[src/hw/ldsc_pkg.sv]
// shared constants and types of the lvcmos divider and edge-rate block
package ldsc_pkg;
    // register indices and their byte addresses (four bytes per index)
    localparam logic [7:0] DIV_B_RATIO_IDX = 8'h2f;
    localparam logic [7:0] EDGE_RATE_IDX = 8'h31;
    localparam logic [7:0] CHAN_CTRL_IDX = 8'h32;
    localparam logic [7:0] CHAN_STAT_IDX = 8'h33;
    localparam logic [9:0] DIV_B_RATIO_ADDR = {DIV_B_RATIO_IDX, 2'b00};
    localparam logic [9:0] EDGE_RATE_ADDR = {EDGE_RATE_IDX, 2'b00};
    localparam logic [9:0] CHAN_CTRL_ADDR = {CHAN_CTRL_IDX, 2'b00};
    localparam logic [9:0] CHAN_STAT_ADDR = {CHAN_STAT_IDX, 2'b00};
    // reset values
    localparam logic [7:0] DIV_B_RESET = 8'h00;
    localparam logic [3:0] EDGE_RATE_RESET = 4'h0;
    // field positions
    localparam int DIV_CODE_W = 8;
    localparam int RATIO_W = 9;
    localparam int EDGE_FIELD_W = 2;
    localparam int EDGE_STORED_W = 4;
    localparam int SOFT_RESET_BIT = 0;
    localparam int PIN_COUNT = 2;
    // divider code map
    localparam logic [7:0] DIV_CODE_OFF = 8'h00;
    localparam logic [7:0] DIV_CODE_LOW_MAX = 8'h05;
    localparam logic [8:0] DIV_RATIO_FLOOR = 9'h006;
    // edge-rate encodings
    localparam logic [1:0] EDGE_FAST = 2'h0;
    localparam logic [1:0] EDGE_SLOW = 2'h2;
    // ahb-lite constants
    localparam logic [1:0] HTRANS_NONSEQ = 2'h2;
    localparam logic HRESP_OKAY = 1'b0;
    // divider channel states, gray coded along stop -> armed -> run
    typedef enum logic [1:0] {
        DIV_STOP = 2'b00,
        DIV_ARMED = 2'b01,
        DIV_RUN = 2'b11
    } ldsc_div_state_type;
endpackage : ldsc_pkg

[src/hw/ldsc_divider.sv]
// programmable divider fed by pre-divider ticks, with stop/arm/run control
module ldsc_divider
    import ldsc_pkg::*;
(
    input wire logic i_clk,
    input wire logic i_rst,
    input wire logic i_tick,
    input wire logic [7:0] i_code,
    input wire logic i_soft_reset,
    output logic o_div_clk,
    output ldsc_div_state_type o_state,
    output logic [8:0] o_ratio
);
    ldsc_div_state_type state_r, state_nxt;
    logic [8:0] cnt_r, cnt_nxt;
    logic out_r, out_nxt;
    logic [8:0] ratio;

    // codes zero to five share the floor ratio, codes from six divide by code plus one
    always_comb begin
        if (i_code <= DIV_CODE_LOW_MAX) begin // see (RULE4)
            ratio = DIV_RATIO_FLOOR;
        end else begin
            ratio = {1'b0, i_code} + 9'h001; // see (RULE5)
        end
    end

    // next state, count and output level
    always_comb begin
        state_nxt = state_r;
        cnt_nxt = cnt_r;
        out_nxt = out_r;
        case (state_r)
            DIV_STOP: begin
                if (i_code != DIV_CODE_OFF) begin
                    state_nxt = DIV_ARMED;
                end
            end
            DIV_ARMED: begin
                // a fresh code waits for the channel soft reset to start clean
                if (i_code == DIV_CODE_OFF) begin
                    state_nxt = DIV_STOP;
                end else if (i_soft_reset) begin // see (RULE3) see (RULE8)
                    state_nxt = DIV_RUN;
                    cnt_nxt = 9'h000;
                    out_nxt = 1'b1;
                end
            end
            DIV_RUN: begin
                if (i_code == DIV_CODE_OFF) begin // see (RULE3)
                    state_nxt = DIV_STOP;
                    cnt_nxt = 9'h000;
                    out_nxt = 1'b0;
                end else if (i_soft_reset) begin // see (RULE8)
                    cnt_nxt = 9'h000;
                    out_nxt = 1'b1;
                end else if (i_tick) begin // see (RULE2)
                    // wrap also covers a ratio shrunk below the current count
                    cnt_nxt = (cnt_r >= ratio - 9'h001) ? 9'h000 : cnt_r + 9'h001; // see (RULE1)
                    out_nxt = (cnt_nxt < (ratio >> 1));
                end
            end
            default: begin
                state_nxt = DIV_STOP;
                cnt_nxt = 9'h000;
                out_nxt = 1'b0;
            end
        endcase
    end

    always_ff @(posedge i_clk) begin
        if (i_rst) begin
            state_r <= DIV_STOP;
            cnt_r <= 9'h000;
            out_r <= 1'b0;
        end else begin
            state_r <= state_nxt;
            cnt_r <= cnt_nxt;
            out_r <= out_nxt;
        end
    end

    assign o_div_clk = out_r;
    assign o_state = state_r;
    assign o_ratio = ratio;
endmodule : ldsc_divider

[src/hw/ldsc_edge_rate.sv]
// per-pin edge-rate decode of the stored slew fields
module ldsc_edge_rate
    import ldsc_pkg::*;
(
    input wire logic i_clk,
    input wire logic i_rst,
    input wire logic [3:0] i_fields,
    output logic [1:0] o_slow
);
    logic [1:0] slow_r, slow_nxt;

    // only code two means slow; reserved codes fall back to fast
    genvar g;
    generate
        for (g = 0; g < PIN_COUNT; g++) begin : g_pin
            assign slow_nxt[g] = (i_fields[g*EDGE_FIELD_W +: EDGE_FIELD_W] == EDGE_SLOW);
        end
    endgenerate

    always_ff @(posedge i_clk) begin
        if (i_rst) begin
            slow_r <= 2'b00;
        end else begin
            slow_r <= slow_nxt;
        end
    end

    assign o_slow = slow_r;
endmodule : ldsc_edge_rate

[src/hw/ldsc_top.sv]
// ahb-lite register slave with lvcmos divider b and indicator edge-rate control
//
// Overview of operation
// (RULE1) eight-bit code sets divider b ratio
// (RULE2) divider counts second pll pre-divider ticks
// (RULE3) code zero stops; restart needs soft reset
// (RULE4) codes one to five divide by six
// (RULE5) codes six up divide by code+1
// (RULE6) bits 3:2 set pin one edge rate
// (RULE7) bits 1:0 set pin zero edge rate
// (RULE8) writing one starts channel soft reset
// (RULE9) upper slew bits ignore writes, read zero
module ldsc_top
    import ldsc_pkg::*;
(
    input wire logic I_MCLK,
    input wire logic I_RST,
    input wire logic I_HSEL,
    input wire logic [31:0] I_HADDR,
    input wire logic [1:0] I_HTRANS,
    input wire logic I_HWRITE,
    input wire logic [2:0] I_HSIZE,
    input wire logic [31:0] I_HWDATA,
    input wire logic I_HREADY,
    output logic [31:0] O_HRDATA,
    output logic O_HREADYOUT,
    output logic O_HRESP,
    input wire logic I_PREDIV_TICK,
    output logic O_LVCMOS_B_CLK,
    output logic O_IND0_SLOW,
    output logic O_IND1_SLOW
);
    // address-phase capture
    logic dp_valid_r, dp_valid_nxt;
    logic dp_write_r, dp_write_nxt;
    logic [9:0] dp_addr_r, dp_addr_nxt;
    // registers
    logic [7:0] div_code_r, div_code_nxt;
    logic [3:0] edge_r, edge_nxt;
    logic swr_r, swr_nxt;
    logic [31:0] rdata_r, rdata_nxt;
    // decode helpers
    logic addr_phase;
    logic wr_en;
    logic [1:0] slow;
    ldsc_div_state_type div_state;
    logic [8:0] div_ratio;
    logic div_clk;

    // a transfer is taken when selected, the bus is ready and htrans is active
    assign addr_phase = I_HSEL && I_HREADY && I_HTRANS[1];
    assign wr_en = dp_valid_r && dp_write_r;

    // address-phase bookkeeping; only the low ten address bits are decoded
    always_comb begin
        dp_valid_nxt = addr_phase;
        dp_write_nxt = addr_phase ? I_HWRITE : 1'b0;
        dp_addr_nxt = addr_phase ? I_HADDR[9:0] : dp_addr_r;
    end

    // register writes land in the data phase, when hwdata is valid
    always_comb begin
        div_code_nxt = div_code_r;
        edge_nxt = edge_r;
        swr_nxt = 1'b0;
        if (wr_en) begin
            case (dp_addr_r)
                DIV_B_RATIO_ADDR: begin
                    div_code_nxt = I_HWDATA[7:0]; // see (RULE1)
                end
                EDGE_RATE_ADDR: begin
                    // upper four bits are not stored at all
                    edge_nxt = I_HWDATA[3:0]; // see (RULE6) see (RULE7) see (RULE9)
                end
                CHAN_CTRL_ADDR: begin
                    swr_nxt = I_HWDATA[SOFT_RESET_BIT]; // see (RULE8)
                end
                default: begin
                    div_code_nxt = div_code_r;
                end
            endcase
        end
    end

    // read data is prepared in the address phase so it stands from a flop
    always_comb begin
        rdata_nxt = 32'h0000_0000;
        if (addr_phase && !I_HWRITE) begin
            case (I_HADDR[9:0])
                DIV_B_RATIO_ADDR: begin
                    rdata_nxt = {24'h00_0000, div_code_r};
                end
                EDGE_RATE_ADDR: begin
                    rdata_nxt = {28'h000_0000, edge_r}; // see (RULE9)
                end
                CHAN_STAT_ADDR: begin
                    rdata_nxt = {29'h0000_0000, div_clk, div_state};
                end
                default: begin
                    rdata_nxt = 32'h0000_0000;
                end
            endcase
        end
    end

    always_ff @(posedge I_MCLK) begin
        if (I_RST) begin
            dp_valid_r <= 1'b0;
            dp_write_r <= 1'b0;
            dp_addr_r <= 10'h000;
            div_code_r <= DIV_B_RESET;
            edge_r <= EDGE_RATE_RESET;
            swr_r <= 1'b0;
            rdata_r <= 32'h0000_0000;
        end else begin
            dp_valid_r <= dp_valid_nxt;
            dp_write_r <= dp_write_nxt;
            dp_addr_r <= dp_addr_nxt;
            div_code_r <= div_code_nxt;
            edge_r <= edge_nxt;
            swr_r <= swr_nxt;
            rdata_r <= rdata_nxt;
        end
    end

    // zero wait states; every answer is okay, unmapped reads give zero
    assign O_HREADYOUT = 1'b1;
    assign O_HRESP = HRESP_OKAY;
    assign O_HRDATA = rdata_r;

    ldsc_divider u_divider (
        .i_clk(I_MCLK),
        .i_rst(I_RST),
        .i_tick(I_PREDIV_TICK),
        .i_code(div_code_r),
        .i_soft_reset(swr_r),
        .o_div_clk(div_clk),
        .o_state(div_state),
        .o_ratio(div_ratio)
    );

    ldsc_edge_rate u_edge_rate (
        .i_clk(I_MCLK),
        .i_rst(I_RST),
        .i_fields(edge_r),
        .o_slow(slow)
    );

    assign O_LVCMOS_B_CLK = div_clk;
    assign O_IND0_SLOW = slow[0];
    assign O_IND1_SLOW = slow[1];
endmodule : ldsc_top

[config.mk]
export PLATFORM = sky130hd
export DESIGN_NAME = ldsc_top
export DESIGN_NICKNAME = d
export VERILOG_FILES = /design/src/hw/ldsc_pkg.sv /design/src/hw/ldsc_divider.sv /design/src/hw/ldsc_edge_rate.sv /design/src/hw/ldsc_top.sv
export SDC_FILE = /design/constraint.sdc
export NUM_CORES = 1
export LEC_CHECK = 0
export BUFFER_PORTS_ARGS = -buffer_cell sky130_fd_sc_hd__buf_2
export CORE_MARGIN = 2
export CORE_UTILIZATION = 45
export CTS_BUF_LIST = sky130_fd_sc_hd__clkbuf_8 sky130_fd_sc_hd__clkbuf_16
export DETAILED_ROUTE_END_ITERATION = 16
export MAX_ROUTING_LAYER = met4
export PLACE_DENSITY = 0.77
export SYNTH_ARGS = -nofsm -noshare
export SYNTH_HDL_FRONTEND = slang
export SYNTH_SLANG_ARGS = --single-unit
[constraint.sdc]
create_clock -name I_MCLK -period 4.6 [get_ports I_MCLK]
set_input_delay 0.92 -clock I_MCLK [delete_from_list [all_inputs] [get_ports I_MCLK]]
set_output_delay 0.92 -clock I_MCLK [all_outputs]
set_load 0.05 [all_outputs]
# Word-level counts from Yosys, hierarchy flattened
# Index checks and enable logic that the tools add are counted.
# word_totals
ff_bits	71
# op_classes
add_sub_neg	3
magnitude_cmp	3
eq_ne	16
muxes	20
bitwise	5
n_reduce_logical	15
# op_table
cell	count
$mux W9	7
$eq A10 B8 Y1 const B	6
$pmux W9 S3	1
$pmux W8 S3	1
$add A8 B1 Y9 const B	1
$add A9 B1 Y9 const B	1
$ge A9 B9 Y1	1
$lt A9 B8 Y1	1
$sub A9 B1 Y9 const B	1
$le A8 B3 Y1 const B	1
$logic_not A8 Y1	1
$mux W2	4
$reduce_bool A8 Y1	1
$eq A2 B2 Y1 const B	3
$pmux W2 S3	1
$mux W1	5
$not A1 Y1	5
$logic_and A1 B1 Y1	4
$ne A2 B1 Y1 const B	2
$ne A2 B2 Y1 const B	2
$ne A4 B3 Y1 const B	1
$reduce_and A2 Y1	2
$reduce_and A4 Y1	1
$reduce_or A2 Y1	2
other kinds (7)	7

# Longest topological paths before layout
# Gate-level depths: netlist of run 1.
# logic_depth
ltp_word	10
ltp_mapped	22
mapped_depth_nobuf	21

# Modules after synthesis
# Synthesis of run 1 repeated with hierarchy kept, for this count alone.
# unflattened
hier_cells	355
hier_area_um2	3113.0
# modules_own_cells
mod	n_inst	cells_each	area_each_um2	seq_area_each_um2
ldsc_top	1	174	1624.1	660.6
ldsc_divider	1	177	1423.9	240.2
ldsc_edge_rate	1	4	65.1	40.0

# Worst setup path before layout of run 1
# Ideal clock, no wire load.
# synth_path
kind	reg2reg
from	reg div_code_r[0]
to	reg u_divider.out_r, in the netlist u_divider.o_div_clk
arrival_ns	4.306
setup_slack_ns	0.180
stages_incl_launch_ff	23
path_buffers	1
path_cell_list	dfxtp_1 inv_1 ha_1 or2_2 o211ai_1 nand2_1 ha_1 nand3_1 and4bb_1 xor2_1 ha_1 nand4_1 o31ai_1 nor2_1 clkbuf_1 nand2_1 nor2_1 ha_1 nand3_1 or3_1 a311oi_1 a211oi_1 o21a_1
# synth_via
elab_chain_len	10
# synth_rtl
element	line_no	text
start: declaration	ldsc_top.sv:38	logic [7:0] div_code_r, div_code_nxt;
start signal: assignment	ldsc_top.sv:119	div_code_r <= div_code_nxt;
$add A8 B1 Y9 / $le A8 B3 Y1 (equally long branches)	ldsc_divider.sv:24, ldsc_divider.sv:21	
$mux W9	ldsc_divider.sv:21	if (i_code <= DIV_CODE_LOW_MAX) begin
$sub A9 B1 Y9	ldsc_divider.sv:59	cnt_nxt = (cnt_r >= ratio - 9'h001) ? 9'h000 : cnt_r + 9'h001;
$ge A9 B9 Y1	ldsc_divider.sv:59	
$mux W9	ldsc_divider.sv:59	
$lt A9 B8 Y1	ldsc_divider.sv:60	out_nxt = (cnt_nxt < (ratio >> 1));
$mux W1	ldsc_divider.sv:57	end else if (i_tick) begin
$mux W1	ldsc_divider.sv:54	end else if (i_soft_reset) begin
$mux W1	ldsc_divider.sv:50	if (i_code == DIV_CODE_OFF) begin
$pmux W1 S3	ldsc_divider.sv:33	case (state_r)
end signal: assignment	ldsc_divider.sv:79	out_r <= out_nxt;
end: declaration	ldsc_divider.sv:16	logic out_r, out_nxt;
# Parallel ways exist; a longest one is shown, timed or not. The select of a mux whose other input is x is not followed.
# A chain may end at the register's enable or synchronous reset.

# Worst setup path after layout of run 1
# Ends and elaborated chain as after synthesis.

==> summary.txt, run 1 <==
Outcome
  – Run status: finished, violations left
  – Violations in the final reports: negative setup slack

Place
  – Number of I/O port buffers: 35
  – Total instance count after detailed placement: 467
  – Routability cong.: 0.8787
  – Post-placement setup slack: -0.06598 ns
  – HPWL after DPL: 4786 um

Layout
  – Count of fill cells added during filler insertion: 568
  – Proportion of layout cells with a drive suffix above 1: 25.74%
  – Syn-to-layout area delta: 17.20%
  – Final antenna diode count: 0
  – Filler-free cell count of the finished design: 481
  – Net total in the final layout: 499

Clock tree
  – Clock buffer depth: 2
  – Clock transition at the registers of the reported paths: 0.09 ns
  – Num Clock Sinks: 47
  – Clock tree root driver cell: sky130_fd_sc_hd__clkbuf_8
  – H-tree depth reported by CTS: 2
  – Hold bufs inserted after CTS: 0
  – Total clock buffers created by CTS: 5
  – Clock insertion delay at the later pin of the skew report: 0.31 ns
  – TritonCTS clock tree: yes

Worst setup path
  – Start-to-end type of the worst setup path: reg -> reg
  – Crit path DAT: 4.82 ns
  – Data required time at the worst endpoint: 4.81 ns
  – Crit path launch: div_code_r[0]
  – Kind of start point of the critical path: flop
  – Largest fanout of any net on the critical path: 4
  – Crit-path cells: inv_4 > ha_4 > or2_4 > o211ai_1 > nand2_1 > ha_2 > nand3_2 > and4bb_1 > xor2_2 > ha_1 > nand4_1 > o31ai_4 > nor2_4 > buf_6 > and3_4 > ha_4 > nand4_1 > or3_4 > a311oi_4 > a211oi_2 > o21a_1
  – Cell with the largest stage delay on the worst path: sky130_fd_sc_hd__or3_4
  – Peak per-stage delay on the critical path: 0.41 ns
  – Kind of end point of the critical path: flop
  – Worst reg2reg startpoint: div_code_r[0]

Yosys
  – Number of cells produced by synthesis: 351
  – Cell area after synthesis: 0.002998 mm2
  – Avg Cell Area, Syn: 8.541 um2
  – Flop and latch count out of synthesis: 47
  – Cell variety after synth: 55
  – Yosys warning total: 0
  – Sequential area share after synthesis: 31.39%

Pwr
  – Worst vdd ir: 0.0001754 V
  – Static Leak: 1.436 nW
  – Areal power density over the cells: 212.2 mW/mm2
  – Total Power: 745.4 uW

Die
  – Core area: 0.006386 mm2
  – Initial Util: 46.94%
  – X dimension of the die: 85.62 um
  – Die outline area: 0.007331 mm2
  – Number of primary I/O pins: 112
  – Row count: 29
  – Die extent in y: 85.62 um

GRT
  – Largest net degree at the start of global routing: 35
  – Global-route wire length before repair: 10870 um
  – Number of global-route vias before repair: 2397
  – Global Route Usage Sum: 18.68%
  – GRT overflow: 0
  – Antenna violations before repair: 0

Routing
  – Iteration count of the initial detailed-routing pass: 4
  – Wire per inst: 13.95 um
  – Iteration-0 DRC count of the detailed router: 195
  – DRC violation count after routing: 0
  – Routed via count: 2623
  – Vias per cell: 5.453
  – Final ANT Viol Nets: 0
  – Post-detailed-routing wire length: 6712 um

Timing
  – Measured slew at the worst slew-check pin: 0.6347 ns
  – Worst Slack Setup Final: -0.008720 ns
  – Setup repair after global routing missed its margin: yes
  – Slew Viols, Final: 0
  – Upper clock frequency limit: 0.2170 GHz
  – Fraction of the cycle the final worst path needs: 100.2%
  – Worst rel slew slack: 57.69%
  – Worst clock skew on the final layout: 0.008960 ns
  – Setup violations, final: 1
  – Hold violation count in the final report: 0
  – Shortest clock period the worst path allows after layout: 4.609 ns

Hold path
  – Hold Crit Start: edge_r[2]
  – Min-Delay Path Class: reg -> reg

Flow run
  – Number of max-cap violations: 0
routing by layer:
layer | GRT usage, % | routed length [um] | vias up
met1 | 23.75 | 2967 | 1245
met3 | 3.080 | 296 | 15
met2 | 30.54 | 3316 | 68
li1 | - | - | 1295
met4 | 5.628 | 131 | 0
met5 | - | 0 | -
layout by cell type (no fill, tap or decap), types with 3 or more instances in the layout:
cell type / count
sky130_fd_sc_hd__dfxtp_1: 45
sky130_fd_sc_hd__nand2_1: 43
sky130_fd_sc_hd__nor2_1: 36
sky130_fd_sc_hd__buf_2: 35
sky130_fd_sc_hd__conb_1: 26
sky130_fd_sc_hd__buf_4: 20
sky130_fd_sc_hd__a21oi_1: 17
sky130_fd_sc_hd__ha_1: 16
sky130_fd_sc_hd__mux2i_1: 12
sky130_fd_sc_hd__nand4_1: 10
sky130_fd_sc_hd__inv_1: 8
sky130_fd_sc_hd__nand3_1: 8
sky130_fd_sc_hd__and2_1: 8
sky130_fd_sc_hd__o21ai_0: 7
sky130_fd_sc_hd__xor2_1: 6
sky130_fd_sc_hd__o211a_1: 5
sky130_fd_sc_hd__xnor2_1: 5
sky130_fd_sc_hd__nor3_1: 5
sky130_fd_sc_hd__clkbuf_8: 5
sky130_fd_sc_hd__nand3_2: 4
sky130_fd_sc_hd__a22oi_1: 4
sky130_fd_sc_hd__nor3_4: 3
sky130_fd_sc_hd__o211ai_1: 3
sky130_fd_sc_hd__or2_2: 3
sky130_fd_sc_hd__xor2_2: 3
sky130_fd_sc_hd__or3_1: 3
sky130_fd_sc_hd__nor2b_1: 3
sky130_fd_sc_hd__o2111ai_1: 3
sky130_fd_sc_hd__mux2_2: 3
sky130_fd_sc_hd__nor3b_1: 3
sky130_fd_sc_hd__ha_4: 3
metrics by stage:
| step | cell area (um2) | hold slack, ns | TNS [ns] | util (%) |
|---|---|---|---|---|
| after detailed placement | 3236 | 0.4458 | -0.06598 | 50.67 |
| final | 3513 | 0.4572 | -0.008720 | 55.02 |
| after floorplan | 3088 | 0.4163 | 0 | - |
| after CTS | 3344 | 0.4609 | 0 | 52.37 |
| after global placement | 3236 | 0.4378 | -0.02298 | 50.67 |
| after global routing | 3513 | 0.4814 | -0.2206 | 55.02 |
power by group:
group,leakage [nW],switching (mW),internal (mW),total [mW]
Sequential,0.381,0.00239,0.409,0.412
Combinational,1.01,0.0635,0.0128,0.0763
Clock,0.0460,0.150,0.107,0.258
synth_stat cells, drive strengths merged:
| cell type | n | area share, % |
|---|---|---|
| nor2b | 3 | 0.63 |
| nor3b | 3 | 0.75 |
| a211oi | 3 | 0.75 |
| nor4b | 3 | 1.6 |
| a211o | 1 | 0.29 |
| conb | 2 | 0.25 |
| nor3 | 8 | 2.5 |
| a32oi | 2 | 0.58 |
| nor4 | 1 | 0.21 |
| and4 | 1 | 0.29 |
| ha | 21 | 8.8 |
| inv | 9 | 1.1 |
| xnor2 | 5 | 1.5 |
| mux2 | 3 | 1.1 |
| nand2 | 44 | 5.5 |
| a22oi | 4 | 1.0 |
| a311oi | 1 | 0.29 |
| dfxtp | 47 | 31 |
| nand4 | 10 | 2.1 |
| and2 | 8 | 1.7 |
| or2 | 5 | 1.0 |
| nand4bb | 1 | 0.38 |
| nor4bb | 1 | 0.33 |
| o2111ai | 3 | 0.88 |
| o21ai | 7 | 1.2 |
| clkbuf | 8 | 1.0 |
| a31oi | 1 | 0.21 |
| buf | 27 | 6.9 |
| nor2 | 39 | 5.1 |
| and3 | 3 | 0.63 |
| nand3b | 1 | 0.25 |
| a21oi | 19 | 3.3 |
| o21a | 2 | 0.50 |
| a221oi | 2 | 1.2 |
| nand4b | 2 | 0.58 |
| o31ai | 2 | 0.50 |
| o211ai | 4 | 1.2 |
| xor2 | 9 | 2.9 |
| or3 | 4 | 0.83 |
| a21o | 2 | 0.50 |
| nand3 | 12 | 2.3 |
| and4bb | 1 | 0.42 |
| o211a | 5 | 1.7 |
| mux2i | 12 | 4.0 |
critical path, delay by kind of cell, from the launching register on:
kind	cells	cell delay [ns]
flip-flops	1	0.39
AND/OR/NAND/NOR	9	1.59
AO/OA/AOI/OAI	5	1.28
adder cells (fa/ha/maj)	4	0.91
buffers and inverters	2	0.18
XOR/XNOR	1	0.15
final timing paths:
kind / to / slack [ns] / depth (start not counted)
setup / recovery: u_divider.o_div_clk / -0.009 / 21
hold / removal: u_edge_rate.o_slow[1] / 0.46 / 1
setup reg to reg: u_divider.o_div_clk / -0.009 / 21
hold reg to reg: u_edge_rate.o_slow[1] / 0.46 / 1
flip-flops by register name (all words and copies together), names as in the netlist:
signal / flops
dp_addr_r: 10
u_divider.cnt_r: 9
O_HRDATA: 8
div_code_r: 8
edge_r: 4
u_divider.o_state: 2
u_edge_rate.o_slow: 2
dp_valid_r: 1
dp_write_r: 1
swr_r: 1
u_divider.o_div_clk: 1
cell families after synthesis:
kind of cell	share of synthesized area (%)
mux	5.134
buf+inv	9.015
other cells	0.2505
simple gates	27.13
xor+xnor	4.341
compound gates	13.98
flops	31.39
fa+ha+maj	8.765
what timing repair did:
item                       in CTS  in global routing
resized for setup               3                 27
hold endpoints to repair        0                  0
pin swaps                       1                 15
setup endpoints to repair       1                  1
buffers inserted                1                  5
layout make-up:
class	count	area, um2	area share [%]
Timing Repair Buffer	56	336.6	9.580
Multi-Input combinational cell	284	2009	57.19
Clock inverter	3	20.02	0.5698
Inverter	9	36.28	1.033
Tap cell	77	96.34	2.742
Sequential cell	47	945.9	26.92
Clock buffer	5	68.82	1.959
Note: power is estimated with default switching activity, not from simulation.
==> inputs of run 2 (changes only) <==
--- a/config.mk
+++ b/config.mk
@@ -5,13 +5,16 @@
 export SDC_FILE = /design/constraint.sdc
 export NUM_CORES = 1
 export LEC_CHECK = 0
+export ABC_AREA = 1
 export BUFFER_PORTS_ARGS = -buffer_cell sky130_fd_sc_hd__buf_2
+export CELL_PAD_IN_SITES_DETAIL_PLACEMENT = 1
+export CELL_PAD_IN_SITES_GLOBAL_PLACEMENT = 2
 export CORE_MARGIN = 2
-export CORE_UTILIZATION = 45
+export CORE_UTILIZATION = 23
 export CTS_BUF_LIST = sky130_fd_sc_hd__clkbuf_8 sky130_fd_sc_hd__clkbuf_16
 export DETAILED_ROUTE_END_ITERATION = 16
 export MAX_ROUTING_LAYER = met4
-export PLACE_DENSITY = 0.77
+export PLACE_DENSITY_LB_ADDON = 0.1
 export SYNTH_ARGS = -nofsm -noshare
 export SYNTH_HDL_FRONTEND = slang
 export SYNTH_SLANG_ARGS = --single-unit
==> summary.txt, run 2 <==
Pwr
  – Sw frac: 26.14% (-2.9 points)
  – Static Leak: 1.597 nW (+11%)
  – Total net switching power: 241.1 uW (+12%)
  – Worst vdd ir: 0.0001887 V (+7.5%)
  – Total internal power: 681.4 uW (+29%)
  – Clock network power share: 46.2% (+12 points)
  – Comb power frac: 8.9% (-1.3 points)
  – Areal power density over the cells: 265.1 mW/mm2 (+25%)
  – Share of total power in sequential cells: 44.9% (-10 points)

Place
  – Post-placement setup slack: 0.07636 ns (+0.1423 ns)
  – Post-DP Area: 0.003277 mm2 (+1.3%)
  – HPWL after DPL: 6731 um (+41%)
  – Number of I/O port buffers: 35 (unchanged)
  – Routability cong.: 0.7138 (-19%)

Die
  – Die outline area: 0.01363 mm2 (+86%)
  – Number of primary I/O pins: 112 (unchanged)
  – X dimension of the die: 116.7 um (+36%)
  – Die extent in y: 116.7 um (+36%)
  – Row count: 41 (+41%)
  – Core area: 0.01252 mm2 (+96%)
  – Initial Util: 23.35% (-24 points)

Timing
  – Post-route setup TNS: 0 ns (+0.008720 ns)
  – Worst Slack Setup Final: 0.5882 ns (+0.5969 ns)
  – Post-route worst hold slack: 0.4484 ns (-0.008867 ns)
  – Slew Viols, Final: 0 (unchanged)
  – Upper clock frequency limit: 0.2493 GHz (+15%)
  – Worst clock skew on the final layout: 0.009498 ns (+0.0005385 ns)
  – Setup violations, final: 0 (-1)
  – Worst rel slew slack: 37.56% (-20 points)
  – Fraction of the cycle the final worst path needs: 87.21% (-13 points)
  – Setup repair after global routing missed its margin: no
  – Shortest clock period the worst path allows after layout: 4.012 ns (-0.5969 ns)
  – Measured slew at the worst slew-check pin: 0.9289 ns (+0.2943 ns)
  – Hold violation count in the final report: 0 (unchanged)

Worst setup path
  – Cell with the largest stage delay on the worst path: sky130_fd_sc_hd__dfxtp_1
  – Worst reg2reg startpoint: div_code_r[1]
  – Most frequent cell on the critical path: sky130_fd_sc_hd__nand2_1
  – Start-to-end type of the worst setup path: reg -> reg
  – Kind of end point of the critical path: flop
  – Data required time at the worst endpoint: 4.82 ns (about the same)
  – Largest fanout of any net on the critical path: 4 (unchanged)
  – Peak per-stage delay on the critical path: 0.33 ns (-0.08 ns)
  – Crit path DAT: 4.24 ns (-0.58 ns)
  – Crit path launch: div_code_r[1]
  – Kind of start point of the critical path: flop

Yosys
  – Cell area after synthesis: 0.002923 mm2 (-2.5%)
  – Number of cells produced by synthesis: 413 (+18%)
  – Avg Cell Area, Syn: 7.077 um2 (-17%)
  – Post-synth EDFFs: 0 (unchanged)
  – Main area contributors after synthesis: sky130_fd_sc_hd__dfxtp_1, sky130_fd_sc_hd__nand2_1, sky130_fd_sc_hd__ha_1, sky130_fd_sc_hd__inv_1, sky130_fd_sc_hd__a21oi_1
  – Post-synth top area share: 32.19% (+0.81 points)
  – Flop and latch count out of synthesis: 47 (unchanged)
  – Sequential area share after synthesis: 32.19% (+0.81 points)
  – Yosys warning total: 0 (unchanged)
  – Ranking of synthesized cells by instance count: sky130_fd_sc_hd__nand2_1, sky130_fd_sc_hd__inv_1, sky130_fd_sc_hd__dfxtp_1
  – Prevailing post-synth register cell: sky130_fd_sc_hd__dfxtp_1
  – Cell taking the most area after synthesis: sky130_fd_sc_hd__dfxtp_1
  – Cell variety after synth: 35 (-36%)
  – Cell with the most instances after synthesis: sky130_fd_sc_hd__nand2_1
  – Async SR Flop Fraction: 0% (unchanged)

Clock tree
  – H-tree depth reported by CTS: 2 (unchanged)
  – Clock buffer depth: 2 (unchanged)
  – Clock tree root driver cell: sky130_fd_sc_hd__clkbuf_16
  – Num Clock Sinks: 47 (unchanged)
  – Clock insertion delay at the later pin of the skew report: 0.30 ns (about the same)
  – Clock transition at the registers of the reported paths: 0.07 ns (-0.02 ns)
  – Total clock buffers created by CTS: 5 (unchanged)
  – TritonCTS clock tree: yes

Routing
  – DRC violation count after routing: 0 (unchanged)
  – Post-detailed-routing wire length: 8140 um (+21%)
  – Final ANT Viol Nets: 0 (unchanged)
  – Vias per cell: 4.166 (-24%)
  – Wire per inst: 12.84 um (-8.0%)
  – Routed via count: 2641 (+0.69%)
  – Iteration-0 DRC count of the detailed router: 77 (-61%)
  – Iteration count of the initial detailed-routing pass: 4 (unchanged)

Layout
  – Total non-filler cell area in the finished layout: 0.003480 mm2 (-0.96%)
  – Top Registers: dp_addr_r x10, u_divider.cnt_r x9
  – Register with the highest flop count: dp_addr_r
  – Most frequent cells in the layout: sky130_fd_sc_hd__nand2_1, sky130_fd_sc_hd__inv_1, sky130_fd_sc_hd__dfxtp_1
  – Proportion of layout cells with a drive suffix above 1: 17.10% (-8.6 points)
  – Net total in the final layout: 557 (+12%)
  – Most frequent standard cell in the layout excluding fill and tap cells: sky130_fd_sc_hd__nand2_1
  – Flip-flop count of the largest register after layout: 10 (unchanged)
  – Final antenna diode count: 0 (unchanged)
  – Count of fill cells added during filler insertion: 1625 (+190%)
  – Syn-to-layout area delta: 19.05%

Flow run
  – Number of max-cap violations: 0 (unchanged)

GRT
  – GRT overflow: 0 (unchanged)
  – Largest net degree at the start of global routing: 27 (-23%)
  – Number of global-route vias before repair: 2535 (+5.8%)
  – Antenna violations before repair: 0 (unchanged)
  – Global-route wire length before repair: 13010 um (+20%)
  – Global Route Usage Sum: 12.97% (-5.7 points)

Hold path
  – Hold Crit Start: dp_addr_r[0]
  – Min-Delay Path Class: reg -> reg

Outcome
  – Run status: complete, no violations
## run 2: cell type report
class | count | area [um2] | share of cell area [%]
Clock buffer | 5 | 125.1 | 3.596
Clock inverter | 3 | 43.79 | 1.259
Inverter | 67 | 251.5 | 7.228
Multi-Input combinational cell | 290 | 1614 | 46.39
Sequential cell | 47 | 942.2 | 27.08
Tap cell | 172 | 215.2 | 6.185
Timing Repair Buffer | 50 | 287.8 | 8.270
## run 2: cell families after synthesis
family | count (synthesis) | synth area share (%)
AO/OA/AOI/OAI | 72 | 12.93
XOR/XNOR | 13 | 4.153
other | 2 | 0.2569
AND/OR/NAND/NOR | 158 | 25.21
flip-flops | 47 | 32.19
adder cells (fa/ha/maj) | 21 | 8.990
buffers and inverters | 100 | 16.27
## run 2: what timing repair did
| action | 4_1_cts | 5_1_grt |
|---|---|---|
| hold buffers | 0 | 0 |
| endpoints found under the setup margin | 0 | 1 |
| resized for setup | 0 | 6 |
| buffers inserted | 0 | 2 |
## run 2: metrics by stage
step	total power [mW]	utilization (%)	std cells
final	0.9225	27.80	634
after global routing	0.9641	27.80	634
after global placement	0.5051	26.18	624
after CTS	0.9366	27.53	632
after detailed placement	0.5058	26.18	624
after floorplan	0.5033	-	437
## run 2: routing by layer
metal  track usage [%]  wire length (um)  up-vias
met2             19.34              3678       32
li1                  -                 -     1369
met1             17.73              4143     1233
met5                 -                 0        -
met3             2.802               226        7
met4             3.529                91        0
## run 2: critical path, delay by kind of cell (launching register included)
family          cells  cell delay (ns)
flops               1             0.33
buf+inv             4             0.27
simple gates       16             1.52
compound gates      6             0.90
xor+xnor            1             0.19
fa+ha+maj           3             0.74
## run 2: power by group through the flow
stage	Clock [mW]	Combinational, mW	Sequential [mW]
after global routing	0.460	0.0892	0.414
final	0.427	0.0818	0.414
after CTS	0.440	0.0824	0.414
after floorplan	0	0.0804	0.423
after detailed placement	0	0.0822	0.424
after global placement	0	0.0817	0.423
## run 2: final timing paths
check / cells past startpoint / slack (ns) / end
max: 30 / 0.59 / u_divider.o_div_clk
min: 2 / 0.45 / dp_addr_r[0]
max reg2reg: 30 / 0.59 / u_divider.o_div_clk
min reg2reg: 2 / 0.45 / dp_addr_r[0]
==> inputs of run 3 (changes only) <==
--- a/config.mk
+++ b/config.mk
@@ -7,6 +7,7 @@
 export LEC_CHECK = 0
 export ABC_AREA = 1
 export BUFFER_PORTS_ARGS = -buffer_cell sky130_fd_sc_hd__buf_2
+export CAP_MARGIN = 15
 export CELL_PAD_IN_SITES_DETAIL_PLACEMENT = 1
 export CELL_PAD_IN_SITES_GLOBAL_PLACEMENT = 2
 export CORE_MARGIN = 2
@@ -14,7 +15,7 @@
 export CTS_BUF_LIST = sky130_fd_sc_hd__clkbuf_8 sky130_fd_sc_hd__clkbuf_16
 export DETAILED_ROUTE_END_ITERATION = 16
 export MAX_ROUTING_LAYER = met4
-export PLACE_DENSITY_LB_ADDON = 0.1
+export PLACE_DENSITY = 0.82
 export SYNTH_ARGS = -nofsm -noshare
 export SYNTH_HDL_FRONTEND = slang
 export SYNTH_SLANG_ARGS = --single-unit
==> summary.txt, run 3 (synthesized netlist as in run 2, its figures left out) <==
Outcome
  – Run status: complete, no violations

Layout
  – Filler-free cell count of the finished design: 624 (-1.6%)
  – Most frequent cells in the layout: sky130_fd_sc_hd__nand2_1, sky130_fd_sc_hd__inv_1, sky130_fd_sc_hd__dfxtp_1
  – Register with the highest flop count: dp_addr_r
  – Final antenna diode count: 0 (unchanged)
  – Final Util: 27.12% (-0.68 points)
  – Net total in the final layout: 547 (-1.8%)
  – Proportion of layout cells with a drive suffix above 1: 15.93% (-1.2 points)
  – Most frequent standard cell in the layout excluding fill and tap cells: sky130_fd_sc_hd__nand2_1
  – Syn-to-layout area delta: 16.14%
  – Top Registers: dp_addr_r x10, u_divider.cnt_r x9
  – Total non-filler cell area in the finished layout: 0.003395 mm2 (-2.4%)
  – Flip-flop count of the largest register after layout: 10 (unchanged)

Place
  – HPWL after DPL: 6223 um (-7.5%)
  – Number of I/O port buffers: 35 (unchanged)
  – Post-placement setup slack: 0.1523 ns (+0.07594 ns)
  – Total instance count after detailed placement: 616 (-1.3%)
  – Routability cong.: 0.8125 (+14%)
  – Post-DP Area: 0.003217 mm2 (-1.8%)

GRT
  – Number of global-route vias before repair: 2544 (+0.36%)
  – Largest net degree at the start of global routing: 27 (unchanged)
  – Global Route Usage Sum: 11.85% (-1.1 points)
  – Antenna violations before repair: 0 (unchanged)
  – GRT overflow: 0 (unchanged)
  – Global-route wire length before repair: 12210 um (-6.2%)

Pwr
  – Share of total power in sequential cells: 48.0% (+3.1 points)
  – Static Leak: 1.544 nW (-3.4%)
  – Clock network power share: 42.7% (-3.5 points)
  – Total internal power: 629.2 uW (-7.7%)
  – Total Power: 863.8 uW (-6.4%)
  – Areal power density over the cells: 254.5 mW/mm2 (-4.0%)
  – Worst vdd ir: 0.0001507 V (-20%)
  – Comb power frac: 9.4% (+0.5 points)
  – Sw frac: 27.16% (+1.0 points)
  – Total net switching power: 234.6 uW (-2.7%)

Worst setup path
  – Capture instance of the worst register-to-register path: u_divider.o_div_clk
  – Data required time at the worst endpoint: 4.82 ns (about the same)
  – Kind of start point of the critical path: flop
  – Crit path DAT: 4.34 ns (+0.10 ns)
  – Crit path launch: div_code_r[1]
  – Most frequent cell on the critical path: sky130_fd_sc_hd__nand2_1
  – Start-to-end type of the worst setup path: reg -> reg
  – Largest fanout of any net on the critical path: 4 (unchanged)
  – Delay-heaviest family, CP: simple AND/OR/NAND/NOR gates
  – Critical path depth: 30 (unchanged)
  – Total buffers and inverters traversed by the critical path: 4 (unchanged)
  – Peak per-stage delay on the critical path: 0.36 ns (+0.03 ns)
  – Worst reg2reg startpoint: div_code_r[1]
  – Worst R2R Setup Slack: 0.48 ns (-0.11 ns)
  – Endpoint of the worst setup timing path: u_divider.o_div_clk
  – Cell with the largest stage delay on the worst path: sky130_fd_sc_hd__dfxtp_2
  – Kind of end point of the critical path: flop
  – Cell count of the worst reg-to-reg path: 30 (unchanged)

Timing
  – Worst Slack Setup Final: 0.4761 ns (-0.1121 ns)
  – Worst rel slew slack: 38.50% (+0.94 points)
  – Fraction of the cycle the final worst path needs: 89.65% (+2.4 points)
  – Setup repair after global routing missed its margin: no
  – Worst clock skew on the final layout: 0.008262 ns (-0.001236 ns)
  – Post-route setup TNS: 0 ns (unchanged)
  – Hold violation count in the final report: 0 (unchanged)
  – Setup violations, final: 0 (unchanged)
  – Slew Viols, Final: 0 (unchanged)
  – Post-route worst hold slack: 0.4552 ns (+0.006834 ns)
  – Upper clock frequency limit: 0.2425 GHz (-2.7%)
  – Shortest clock period the worst path allows after layout: 4.124 ns (+0.1121 ns)
  – Measured slew at the worst slew-check pin: 0.9149 ns (-0.01405 ns)

Clock tree
  – H-tree depth reported by CTS: 2 (unchanged)
  – Num Clock Sinks: 47 (unchanged)
  – Clock transition at the registers of the reported paths: 0.07 ns (about the same)
  – Clock tree root driver cell: sky130_fd_sc_hd__clkbuf_16
  – Clock buffer depth: 2 (unchanged)
  – TritonCTS clock tree: yes
  – Clock insertion delay at the later pin of the skew report: 0.29 ns (about the same)
  – Total clock buffers created by CTS: 5 (unchanged)

Die
  – Die extent in y: 116.7 um (unchanged)
  – Number of primary I/O pins: 112 (unchanged)
  – Initial Util: 23.35% (unchanged)
  – X dimension of the die: 116.7 um (unchanged)
  – Row count: 41 (unchanged)
  – Die outline area: 0.01363 mm2 (unchanged)
  – Core area: 0.01252 mm2 (unchanged)

Routing
  – Final ANT Viol Nets: 0 (unchanged)
  – Routed via count: 2645 (+0.15%)
  – Post-detailed-routing wire length: 7644 um (-6.1%)
  – Vias per cell: 4.239 (+1.8%)
  – DRC violation count after routing: 0 (unchanged)
  – Iteration count of the initial detailed-routing pass: 4 (unchanged)
  – Wire per inst: 12.25 um (-4.6%)
  – Iteration-0 DRC count of the detailed router: 74 (-3.9%)

Flow run
  – Number of max-cap violations: 0 (unchanged)

Hold path
  – Min-Delay Path Class: reg -> reg
## run 3: power groups by stage
stage                     Clock (mW)  Combinational, mW  Sequential (mW)
after floorplan                    0             0.0804            0.423
after global placement             0             0.0801            0.423
after detailed placement           0             0.0810            0.424
after CTS                      0.384             0.0813            0.414
after global routing           0.398             0.0868            0.414
final                          0.368             0.0811            0.414
## run 3: cell type report
| type | instances | area [um2] |
|---|---|---|
| clock buffers | 5 | 125.1 |
| clock inverters | 3 | 22.52 |
| fillers | 1608 | 9123 |
| inverters | 67 | 251.5 |
| multi-input cells | 290 | 1624 |
| flip-flops and latches | 47 | 943.4 |
| well taps | 172 | 215.2 |
| repair buffers | 40 | 212.7 |
## run 3: worst min-delay path by stage
stage | from | end | slack, ns | cells past startpoint
CTS | edge_r[2] | u_edge_rate.o_slow[1] | 0.45 | 1
global route | dp_addr_r[1] | dp_addr_r[1] | 0.48 | 2
detailed placement | edge_r[2] | u_edge_rate.o_slow[1] | 0.44 | 1
floorplan | edge_r[0] | u_edge_rate.o_slow[0] | 0.41 | 1
finish | edge_r[2] | u_edge_rate.o_slow[1] | 0.46 | 1
global placement | dp_addr_r[8] | dp_addr_r[8] | 0.44 | 2
## run 3: per-layer routing
layer | part of all wire, % | global-route usage (%)
met4 | 0.89 | 3.216
met3 | 3.6 | 2.180
met5 | 0 | -
met1 | 47 | 14.92
met2 | 48 | 19.50
## run 3: worst register-to-register path, delay by kind of cell, from the launching register on
family          cells  cell delay [ns]
compound gates      6             0.88
fa+ha+maj           4             0.89
flops               1             0.36
xor+xnor            1             0.16
simple gates       15             1.43
buf+inv             4             0.32
## run 3: repair_timing
action                                  CTS  global route
buffers inserted                          0             0
resized for setup                         0             9
hold buffers                              0             0
endpoints found under the setup margin    0             1
